==> src/rtl/tmc_pkg.sv <==
// package for the timer control block: register map, field positions, reset values, state struct
// assumes an 8-bit register port with one-cycle strobes and read data one cycle after the strobe
package tmc_pkg;

    localparam int ADDR_W = 8;                       // register port address width
    localparam int DATA_W = 8;                       // register port data width

    // register offsets
    localparam logic [ADDR_W-1:0] ADDR_CONTROL  = 8'hc8;   // timer_two_control
    localparam logic [ADDR_W-1:0] ADDR_RELOAD_L = 8'hca;   // reload_low_byte
    localparam logic [ADDR_W-1:0] ADDR_RELOAD_H = 8'hcb;   // reload_high_byte
    localparam logic [ADDR_W-1:0] ADDR_COUNT_L  = 8'hcc;   // count_low_byte
    localparam logic [ADDR_W-1:0] ADDR_COUNT_H  = 8'hcd;   // count_high_byte
    localparam logic [ADDR_W-1:0] ADDR_IRQ_STAT = 8'he0;   // sticky interrupt status
    localparam logic [ADDR_W-1:0] ADDR_IRQ_MASK = 8'he1;   // interrupt mask

    // control register field positions
    localparam int CTL_HI_OVF  = 7;                  // high_byte_overflow_flag
    localparam int CTL_LO_OVF  = 6;                  // low_byte_overflow_flag
    localparam int CTL_LO_IEN  = 5;                  // low_byte_irq_enable
    localparam int CTL_CAP_EN  = 4;                  // lfo_capture_enable
    localparam int CTL_SPLIT   = 3;                  // split_mode_select
    localparam int CTL_RUN     = 2;                  // run_control
    localparam int CTL_UNUSED  = 1;                  // reads zero, ignores writes
    localparam int CTL_EXT_CLK = 0;                  // external_clock_select

    // interrupt status / mask field positions
    localparam int IRQ_W      = 3;                   // number of interrupt events
    localparam int IRQ_HI_OVF = 0;                   // high byte overflow event
    localparam int IRQ_LO_OVF = 1;                   // low byte overflow event (when enabled)
    localparam int IRQ_CAPTUR = 2;                   // lfo capture event

    // reset values and byte constants
    localparam logic [DATA_W-1:0] CONTROL_RST = 8'h00;     // control register reset
    localparam logic [DATA_W-1:0] BYTE_ZERO   = 8'h00;     // zero byte
    localparam logic [DATA_W-1:0] BYTE_MAX    = 8'hff;     // byte rollover point
    localparam logic [DATA_W-1:0] BYTE_ONE    = 8'h01;     // increment step
    localparam logic [IRQ_W-1:0]  IRQ_ZERO    = 3'h0;      // no events
    localparam logic [DATA_W-1:0] CTL_WMASK   = 8'hfd;     // writable control bits

    // whole state of the block
    typedef struct packed {
        logic [DATA_W-1:0] control;                  // timer_two_control
        logic [DATA_W-1:0] reloadLow;                // reload_low_byte
        logic [DATA_W-1:0] reloadHigh;               // reload_high_byte
        logic [DATA_W-1:0] countLow;                 // count_low_byte
        logic [DATA_W-1:0] countHigh;                // count_high_byte
        logic [IRQ_W-1:0]  irqStatus;                // sticky interrupt events
        logic [IRQ_W-1:0]  irqMask;                  // interrupt mask
        logic              lfoPrev;                  // previous lfo level for edge detect
        logic [DATA_W-1:0] rdData;                   // read data register
        logic              irq;                      // interrupt output register
        logic              extClkSel;                // external clock select output register
    } tmc_state_s;

endpackage

==> src/rtl/tmc_timer2_ctrl.sv <==
// timer control block: 16-bit / split 8-bit auto-reload timer with overflow flags and lfo capture
// assumes ticks and the lfo level are synchronous to clk; clock source selection lives outside
// also holds the reload and count bytes, a sticky event status register and its mask
// assumes one register access per cycle and software that stops the timer before
// writing the count bytes
//
// Our own choice: the strobed register port.

// Function
// - low byte rollover from FF sets low flag
// - low flag sets in both modes
// - low flag interrupts only when enabled
// - hardware never clears the low flag
// - lfo falling edge interrupts in capture mode
// - capture copies 16-bit count into reload
// - 16-bit rollover reloads and sets high flag
// - split mode runs two 8-bit reload timers
// - split mode run bit gates high only
// - software clears both flags itself
module tmc_timer2_ctrl
    import tmc_pkg::*;
(
    input  wire logic              clk,          // system clock
    input  wire logic              arst_n,       // asynchronous reset, active low
    input  wire logic [ADDR_W-1:0] regAddr,      // register address
    input  wire logic [DATA_W-1:0] regWrData,    // register write data
    input  wire logic              regWr,        // write strobe
    input  wire logic              regRd,        // read strobe
    output logic      [DATA_W-1:0] regRdData,    // read data, valid the cycle after regRd
    input  wire logic              tickLow,      // count tick for the low byte (whole timer in 16-bit mode)
    input  wire logic              tickHigh,     // count tick for the high byte in split mode
    input  wire logic              lfoIn,        // low-frequency oscillator output
    output logic                   irq,          // level interrupt
    output logic                   extClkSel     // external clock select to the clock mux
);

    // the whole block state lives in one packed struct: one copy is the flops,
    // the other is the next value built by the combinational process below;
    // keeping them as one type means a new field cannot be forgotten in either
    tmc_state_s stQ;                             // registered state
    tmc_state_s stD;                             // next state

    // one write decode used for every register
    // a write only ever hits one address, so the decodes below never overlap;
    // the read side keeps its own case statement because it also picks data
    function automatic logic wrHit(input logic [ADDR_W-1:0] a);
        wrHit = regWr && (regAddr == a);
    endfunction

    // next-state logic
    // order matters here: software writes first, then counting, then capture,
    // then the flag merge, so that hardware events always win over software in
    // the same cycle (a flag set beats a clear, a capture beats a reload write)
    always_comb begin
        logic              split;                // split mode active
        logic              run;                  // run control
        logic              lowWrap;              // low byte rolls over this cycle
        logic              highWrap;             // high byte rolls over this cycle
        logic              lowSet;               // low flag set event
        logic              highSet;              // high flag set event
        logic              capture;              // capture event
        logic [IRQ_W-1:0]  events;               // interrupt events this cycle
        logic [DATA_W-1:0] ctlNext;              // control after software write
        split    = stQ.control[CTL_SPLIT];
        run      = stQ.control[CTL_RUN];
        lowWrap  = 1'b0;
        highWrap = 1'b0;
        lowSet   = 1'b0;
        highSet  = 1'b0;
        capture  = 1'b0;
        events   = IRQ_ZERO;
        ctlNext  = stQ.control;
        stD      = stQ;

        // software writes to counters, reload bytes and the interrupt mask
        // each write lands at the edge that takes the strobe; unmapped addresses do nothing
        if (wrHit(ADDR_RELOAD_L)) begin
            stD.reloadLow = regWrData;
        end
        if (wrHit(ADDR_RELOAD_H)) begin
            stD.reloadHigh = regWrData;
        end
        if (wrHit(ADDR_COUNT_L)) begin
            stD.countLow = regWrData;
        end
        if (wrHit(ADDR_COUNT_H)) begin
            stD.countHigh = regWrData;
        end
        if (wrHit(ADDR_IRQ_MASK)) begin
            stD.irqMask = regWrData[IRQ_W-1:0];
        end

        // counting
        // a tick that steps a count byte in the same cycle as a software write to that byte wins, since
        // counting overwrites the written value; software should stop the timer first
        if (split) begin
            // low byte runs regardless of run control
            if (tickLow) begin
                if (stQ.countLow == BYTE_MAX) begin
                    lowWrap      = 1'b1;
                    stD.countLow = stQ.reloadLow;
                end else begin
                    stD.countLow = stQ.countLow + BYTE_ONE;
                end
            end
            // high byte gated by run control
            if (run && tickHigh) begin
                if (stQ.countHigh == BYTE_MAX) begin
                    highWrap      = 1'b1;
                    stD.countHigh = stQ.reloadHigh;
                end else begin
                    stD.countHigh = stQ.countHigh + BYTE_ONE;
                end
            end
        end else if (run && tickLow) begin
            // tickHigh has no meaning in 16-bit mode and is ignored here;
            // the low byte carries into the high byte when it wraps
            // 16-bit mode: low byte wrap always flags, full wrap reloads
            if (stQ.countLow == BYTE_MAX) begin
                lowWrap = 1'b1;
                if (stQ.countHigh == BYTE_MAX) begin
                    highWrap      = 1'b1;
                    stD.countLow  = stQ.reloadLow;
                    stD.countHigh = stQ.reloadHigh;
                end else begin
                    stD.countLow  = BYTE_ZERO;
                    stD.countHigh = stQ.countHigh + BYTE_ONE;
                end
            end else begin
                stD.countLow = stQ.countLow + BYTE_ONE;
            end
        end

        // flag set events: a byte rolling over from its top value
        lowSet  = lowWrap;
        highSet = highWrap;

        // lfo falling edge capture overrides software reload writes
        // the copy takes the count as it stood before this cycle's tick, so a
        // capture and an increment in one cycle give the older value;
        // the edge detector resets low, so an lfo held high through reset is no edge
        stD.lfoPrev = lfoIn;
        if (stQ.control[CTL_CAP_EN] && stQ.lfoPrev && !lfoIn) begin
            capture        = 1'b1;
            stD.reloadLow  = stQ.countLow;
            stD.reloadHigh = stQ.countHigh;
        end

        // control register: write, then hardware set wins over clear
        // software may write 1 to a flag to set it by hand; writing 0 clears it,
        // and nothing else in the block ever clears a flag
        if (wrHit(ADDR_CONTROL)) begin
            ctlNext = regWrData & CTL_WMASK;
        end
        ctlNext[CTL_UNUSED] = 1'b0;
        ctlNext[CTL_LO_OVF] = ctlNext[CTL_LO_OVF] | lowSet;
        ctlNext[CTL_HI_OVF] = ctlNext[CTL_HI_OVF] | highSet;
        stD.control         = ctlNext;

        // interrupt events; the mask stands for the timer interrupt enable
        // the low flag only raises an event when its own enable is set; the flag
        // itself is set either way, so software must look at both flags
        events[IRQ_HI_OVF] = highSet;
        events[IRQ_LO_OVF] = lowSet && stQ.control[CTL_LO_IEN];
        events[IRQ_CAPTUR] = capture;

        // read data and read-to-clear of the status, new events win
        // the read data register is zero whenever no read was taken, so the port
        // shows a value only in the cycle after the strobe;
        // an event in the cycle of a status read stays pending for the next read
        stD.rdData = BYTE_ZERO;
        if (regRd) begin
            unique case (regAddr)
                ADDR_CONTROL:  stD.rdData = stQ.control;
                ADDR_RELOAD_L: stD.rdData = stQ.reloadLow;
                ADDR_RELOAD_H: stD.rdData = stQ.reloadHigh;
                ADDR_COUNT_L:  stD.rdData = stQ.countLow;
                ADDR_COUNT_H:  stD.rdData = stQ.countHigh;
                ADDR_IRQ_STAT: stD.rdData = {{(DATA_W-IRQ_W){1'b0}}, stQ.irqStatus};
                ADDR_IRQ_MASK: stD.rdData = {{(DATA_W-IRQ_W){1'b0}}, stQ.irqMask};
                default:       stD.rdData = BYTE_ZERO;   // unmapped reads zero
            endcase
        end
        if (regRd && (regAddr == ADDR_IRQ_STAT)) begin
            stD.irqStatus = events;
        end else begin
            stD.irqStatus = stQ.irqStatus | events;
        end

        // registered outputs
        // built from the next state so they switch on the same edge as the state
        stD.irq       = |(stD.irqStatus & stD.irqMask);
        stD.extClkSel = stD.control[CTL_EXT_CLK];
    end

    // state register
    // asynchronous reset clears everything; only constants appear in the reset branch,
    // and every field resets to zero to match the control register reset
    always_ff @(posedge clk or negedge arst_n) begin
        if (!arst_n) begin
            stQ <= '{control:    CONTROL_RST,
                     reloadLow:  BYTE_ZERO,
                     reloadHigh: BYTE_ZERO,
                     countLow:   BYTE_ZERO,
                     countHigh:  BYTE_ZERO,
                     irqStatus:  IRQ_ZERO,
                     irqMask:    IRQ_ZERO,
                     lfoPrev:    1'b0,
                     rdData:     BYTE_ZERO,
                     irq:        1'b0,
                     extClkSel:  1'b0};
        end else begin
            stQ <= stD;
        end
    end

    // outputs straight from flops
    // no logic sits between these flops and the pins, so the outputs
    // carry no glitches and change only just after a rising clock edge or when arst_n asserts
    assign regRdData = stQ.rdData;
    assign irq       = stQ.irq;
    assign extClkSel = stQ.extClkSel;

endmodule

==> config.mk <==
export PLATFORM = sky130hd
export DESIGN_NAME = tmc_timer2_ctrl
export DESIGN_NICKNAME = d
export VERILOG_FILES = /design/src/rtl/tmc_pkg.sv /design/src/rtl/tmc_timer2_ctrl.sv
export SDC_FILE = /design/constraint.sdc
export NUM_CORES = 1
export LEC_CHECK = 0
export BUFFER_PORTS_ARGS = -buffer_cell sky130_fd_sc_hd__buf_2
export CAP_MARGIN = 10
export CORE_UTILIZATION = 45
export CTS_CLUSTER_SIZE = 24
export DETAILED_ROUTE_END_ITERATION = 8
export PLACE_DENSITY = 0.7
export SYNTH_ARGS = -nofsm -noshare
export SYNTH_HDL_FRONTEND = slang
export SYNTH_SLANG_ARGS = --single-unit
==> constraint.sdc <==
create_clock -name clk -period 3.2 [get_ports clk]
set_input_delay 0.48 -clock clk [delete_from_list [all_inputs] [get_ports clk]]
set_output_delay 0.48 -clock clk [all_outputs]
set_load 0.005 [all_outputs]
==> summary.txt, run 1 <==
CTS
  – Clock Tree Root: clkbuf_8
  – Post-CTS sizing: 0
  – Num CTS Buffers: 5
  – H-tree depth: 2
  – Worst-path clk slew: 100 ps
  – Clk sinks: 55
  – Worst-skew pair later-pin latency: 310 ps
  – CTS tree: built
  – Postcts setup bufs: 0
  – Hold buffer count at CTS: 0
  – Clock Path Buffers: 2

Worst setup path
  – Crit Path Class: reg2reg
  – Arr. time, crit path: 2290 ps
  – Startpoint types: register
  – WP data required: 3450 ps
  – Worst-path fanout max: 11
  – Setup crit end kind: register

Die
  – Die span in y: 89.6 µm
  – Ports: 33
  – Core ar.: 7330 µm²
  – Chip width: 89.6 µm
  – Row count: 31
  – Initial core utilization: 0.471
  – Die Area: 8030 µm²

STA
  – Period utilization: 0.639
  – RSZ-0062 raised after global routing: no
  – Finish-stage setup viols: 0
  – Worst-Margin Slew: 876 ps
  – Fin crit period: 2040 ps
  – Setup Skew: 7.98 ps
  – Pins over their slew limit: 0
  – Total negative slack: 0 ps
  – Final Hold Viols: 0
  – Max_slew headroom: 0.416
  – F_max: 489 MHz

Synth
  – Xor and xnor area share after synthesis: 0.00761
  – Synthesized area: 3450 µm²
  – Mapped Cells: 353
  – Yosys reg bits: 55
  – Mean Syn Cell Area: 9.78 µm²
  – EDFF count, synth: 0
  – Synth Warn #: 0
  – Post-synthesis simple-gate area fraction: 0.191
  – Post-synthesis net count: 378
  – Top_reg_cell synth: dfrtp_1
  – Yosys cell types: 59
  – Largest family of logic cells by synthesized area: simple AND/OR/NAND/NOR gates
  – Compound-Gate Fraction of Synth Area: 0.183
  – Multiplexer share of the synthesized area: 0.150
  – Ys async rst share: 1.00
  – Post-synthesis adder-cell area fraction: 0.00725
  – Post-synthesis sequential area ratio: 0.399

Layout
  – Fin nets: 386
  – Antenna cells: 0
  – Area Overhead vs Synth: 5.22%
  – Reg area: 1380 µm²
  – Area of the multi-input gates: 1860 µm²
  – Commonest non-fill, non-tap cell in the layout: dfrtp_1
  – Most frequent cells in the layout: 55 x dfrtp_1, 50 x nand2_1, 36 x mux2i_1
  – Final Core Density: 0.496
  – Share of cells above drive strength 1: 0.205
  – Final-layout fill cell count: 668

Drt
  – Routed WL: 8470 µm
  – Vias per Instance: 6.03
  – 1st-iter DRT viols: 288
  – Final ANT Viol Nets: 0
  – DR vias: 2772
  – Drc violations: 0
  – Wire per inst: 18.4 µm
  – First-pass iteration count of the detailed router: 5

Global route
  – Largest net degree at the start of global routing: 38
  – Initial antenna violation count: 0
  – First-pass GRT wire length: 14000 µm
  – Number of global-route vias before repair: 2650
  – Total Routing Usage GR: 0.237
  – GRT overflow: 0

Min path
  – HP Class: in2async

Power
  – Pwr per Cell Area: 443 nW/µm²
  – Leak Pwr: 0.00178 µW
  – Worst VDD drop: 0.226 mV

Place
  – # port buffers: 32
  – GPL Wtd Cong: 0.857
  – Post-DP HPWL: 6280 µm

Flow run
  – Max Cap Violations: 0

Status
  – Outcome: finished, final reports clean
-- per-stage QoR --
step	instance area, µm²	hold WS [ps]	setup slack [ps]	instances	total power (µW)
finish	3630	272	1160	460	1610
floorplan	3450	184	1360	353	1120
global placement	3550	497	976	453	1220
detailed placement	3550	488	945	453	1230
CTS	3630	287	1180	460	1620
global route	3630	283	1000	460	1710
-- cells in the mapped netlist (2+ instances only) --
master | n | area, µm²
xor2_1 | 2 | 17.5
o21ai_0 | 23 | 115
o21ai_1 | 7 | 35.0
a31oi_1 | 4 | 25.0
a41oi_1 | 2 | 17.5
dfrtp_1 | 55 | 1380
nand4_1 | 3 | 18.8
a211oi_1 | 2 | 15.0
a21oi_1 | 27 | 135
clkbuf_1 | 9 | 33.8
mux2_2 | 14 | 158
nand3_1 | 7 | 35.0
ha_1 | 2 | 25.0
and3b_1 | 2 | 17.5
nor3b_1 | 2 | 15.0
nor2b_1 | 2 | 12.5
buf_6 | 4 | 45.0
nand2_4 | 2 | 22.5
a21boi_0 | 2 | 15.0
a32oi_1 | 2 | 17.5
and4_4 | 2 | 22.5
a22oi_1 | 10 | 75.1
o32ai_1 | 2 | 17.5
nor2_1 | 17 | 63.8
o211ai_1 | 3 | 22.5
nand2_1 | 50 | 188
mux2i_1 | 36 | 360
buf_4 | 12 | 90.1
and2_1 | 3 | 18.8
nor3_1 | 2 | 10.0
inv_1 | 2 | 7.51
and3_1 | 6 | 37.5
nand3b_4 | 2 | 40.0
buf_2 | 8 | 40.0
-- worst paths after layout --
check	from	to	slack (ps)	cells past startpoint
worst max-delay path	stQ[17]	stQ[19]	1160	6
worst min-delay path	arst_n	stQ[46]	270	1
worst max register to register	stQ[17]	stQ[19]	1160	6
worst min register to register	stQ[56]	stQ[56]	510	2
max in group asynchronous	arst_n	stQ[53]	2130	2
min in group clk	lfoIn	stQ[10]	300	1
-- power breakdown --
part	internal (µW)	switching, µW	leakage, µW	total, µW
sequential	781	146	0.000737	926
combinational	137	157	0.000991	295
clock	170	219	0.0000470	389
-- flip-flops by register name, indices dropped and copies added, names as in the netlist --
name,cells
stQ,46
irq,1
regRdData,8
-- metal layers --
layer  GRT usage  up-vias  part of all wire
met3      0.0448        8             0.065
met2       0.367      100              0.47
met5           0        -                 0
met1       0.336     1366              0.46
met4      0.0707        0             0.012
li1            -     1298                 -
-- cell families after synthesis --
kind of cell / Yosys count
simple gates: 110
compound gates: 98
flops: 55
mux: 50
buf+inv: 35
xor+xnor: 3
fa+ha+maj: 2
-- layout make-up --
type,count,share of cell area
multi-input combinational,263,0.513
sequential,55,0.379
timing repair buffer,34,0.0482
tap,99,0.0341
clock buffer,6,0.0227
inverter,2,0.00207
clock inverter,1,0.00138
-- critical path: stages (launching register included) --
cell,delay [ps]
dfrtp_1,460
ha_1,250
and4_1,360
and2_1,460
a21oi_1,130
mux2i_1,150
o311a_1,180
(Power assumes the default switching activity.)
==> run 2, diff against run 1 <==
==> constraint.sdc (replaced) <==
create_clock -name clk -period 2 [get_ports clk]
set_input_delay 0.3 -clock clk [delete_from_list [all_inputs] [get_ports clk]]
set_output_delay 0.3 -clock clk [all_outputs]
set_load 0.005 [all_outputs]
==> run 2 against run 1 <==
Sequential cell count unchanged. Setup slack worse by 1000 ps. Worst hold slack worse by 170 ps. First-iteration DRC count down 11%. Cell area up 4.8%. Core utilization up 2.4 points. Sequential share of layout area down 1.7 points. Sequential power up 56%. Critical path type unchanged. Largest power group unchanged.
==> summary.txt, run 2 (synthesis gave the netlist of run 1 again) <==
STA
  – Setup Skew: 5.58 ps
  – Final worst slack: 119 ps
  – Finish-stage setup viols: 0
  – RSZ-0062 raised after global routing: no
  – Max_slew headroom: 0.612
  – Period utilization: 0.940
  – F_max: 532 MHz
  – Pins over their slew limit: 0
  – Final Hold Viols: 0
  – Worst-Margin Slew: 583 ps
  – Total negative slack: 0 ps
  – Fin crit period: 1880 ps

Place
  – GPL Wtd Cong: 0.922
  – # port buffers: 32
  – Place WS: 146 ps
  – Post-DP HPWL: 6230 µm
  – DP Area: 3690 µm²

Status
  – Outcome: finished, final reports clean

CTS
  – Worst-skew pair later-pin latency: 320 ps
  – Clock Tree Root: clkbuf_8
  – Num CTS Buffers: 5
  – H-tree depth: 2
  – Clk sinks: 55
  – Clock Path Buffers: 2
  – Worst-path clk slew: 100 ps
  – Postcts setup bufs: 0
  – CTS tree: built

Layout
  – Share of cells above drive strength 1: 0.242
  – Most flops, register: stQ
  – Antenna cells: 0
  – Final Core Density: 0.520
  – Commonest non-fill, non-tap cell in the layout: dfrtp_1
  – Area Overhead vs Synth: 10.3%
  – Final-layout fill cell count: 661
  – Fin nets: 404
  – Design Area, Final: 3810 µm²
  – Most frequent cells in the layout: 55 x dfrtp_1, 50 x nand2_1, 36 x mux2i_1
  – Largest register FFs: 46

Die
  – Chip width: 89.6 µm
  – Row count: 31
  – Die Area: 8030 µm²
  – Die span in y: 89.6 µm
  – Core ar.: 7330 µm²
  – Ports: 33
  – Initial core utilization: 0.471

Drt
  – Routed WL: 8620 µm
  – 1st-iter DRT viols: 256
  – Final ANT Viol Nets: 0
  – Vias per Instance: 5.87
  – First-pass iteration count of the detailed router: 5
  – Drc violations: 0
  – Wire per inst: 18.0 µm
  – DR vias: 2814

Global route
  – Number of global-route vias before repair: 2758
  – Largest net degree at the start of global routing: 37
  – GRT overflow: 0
  – Initial antenna violation count: 0
  – Total Routing Usage GR: 0.236
  – First-pass GRT wire length: 14100 µm

Flow run
  – Max Cap Violations: 0

Worst setup path
  – Crit Path Class: reg2reg
  – WP data required: 2210 ps
  – Arr. time, crit path: 2090 ps
  – Setup crit end kind: register
  – Worst-path fanout max: 14
  – R2r setup slk: 120 ps
  – Startpoint types: register

Min path
  – HP Class: in2reg

Power
  – Leak Pwr: 0.00188 µW
  – Worst VDD drop: 0.421 mV
  – Total Power: 2760 µW
  – Pwr per Cell Area: 723 nW/µm²
-- run 2: report_power, final --
group / switching [µW] / internal (µW) / total (µW)
Clock: 384 / 374 / 757
Combinational: 299 / 261 / 560
Sequential: 188 / 1250 / 1440
Total: 871 / 1880 / 2760
-- run 2: worst max-delay path: stages (launching register included) --
cell      delay (ps)
dfrtp_1          480
ha_1             250
and4_4           310
nand4b_4         120
a21bo_4          300
o311a_1          310
-- run 2: cell type report --
class	instances	area, µm²	area share
Inverter	2	7.51	0.00197
Clock buffer	5	68.8	0.0181
Timing Repair Buffer	52	325	0.0854
Tap cell	99	124	0.0325
Sequential cell	55	1380	0.361
Clock inverter	3	43.8	0.0115
Multi-Input combinational cell	263	1860	0.489
-- run 2: path summary, 6_finish.rpt --
check                             start      end  cells past startpoint
worst max-delay path            stQ[25]  stQ[19]                      5
worst min-delay path              lfoIn  stQ[10]                      1
worst max register to register  stQ[25]  stQ[19]                      5
worst min register to register  stQ[56]  stQ[56]                      2
max in group asynchronous        arst_n  stQ[35]                      3
min in group asynchronous        arst_n  stQ[43]                      2
-- run 2: through the flow --
| step | hold slack [ps] | std cells |
|---|---|---|
| after floorplan | 4.41 | 353 |
| final | 106 | 479 |
| after detailed placement | 281 | 470 |
| after CTS | 97.4 | 479 |
| after global placement | 286 | 470 |
| after global routing | 90.4 | 479 |
-- run 2: what timing repair did --
action / CTS / global route
resized for setup: 0 / 0
hold endpoints to repair: 19 / 0
hold buffers: 1 / 0
setup endpoints to repair: 0 / 0
-- run 2: metal layers --
| metal | up-vias | GRT usage | part of all wire |
|---|---|---|---|
| met5 | - | 0 | 0 |
| met4 | 0 | 0.0736 | 0.012 |
| met3 | 13 | 0.0402 | 0.064 |
| met2 | 103 | 0.361 | 0.47 |
| met1 | 1368 | 0.340 | 0.46 |
| li1 | 1330 | - | - |
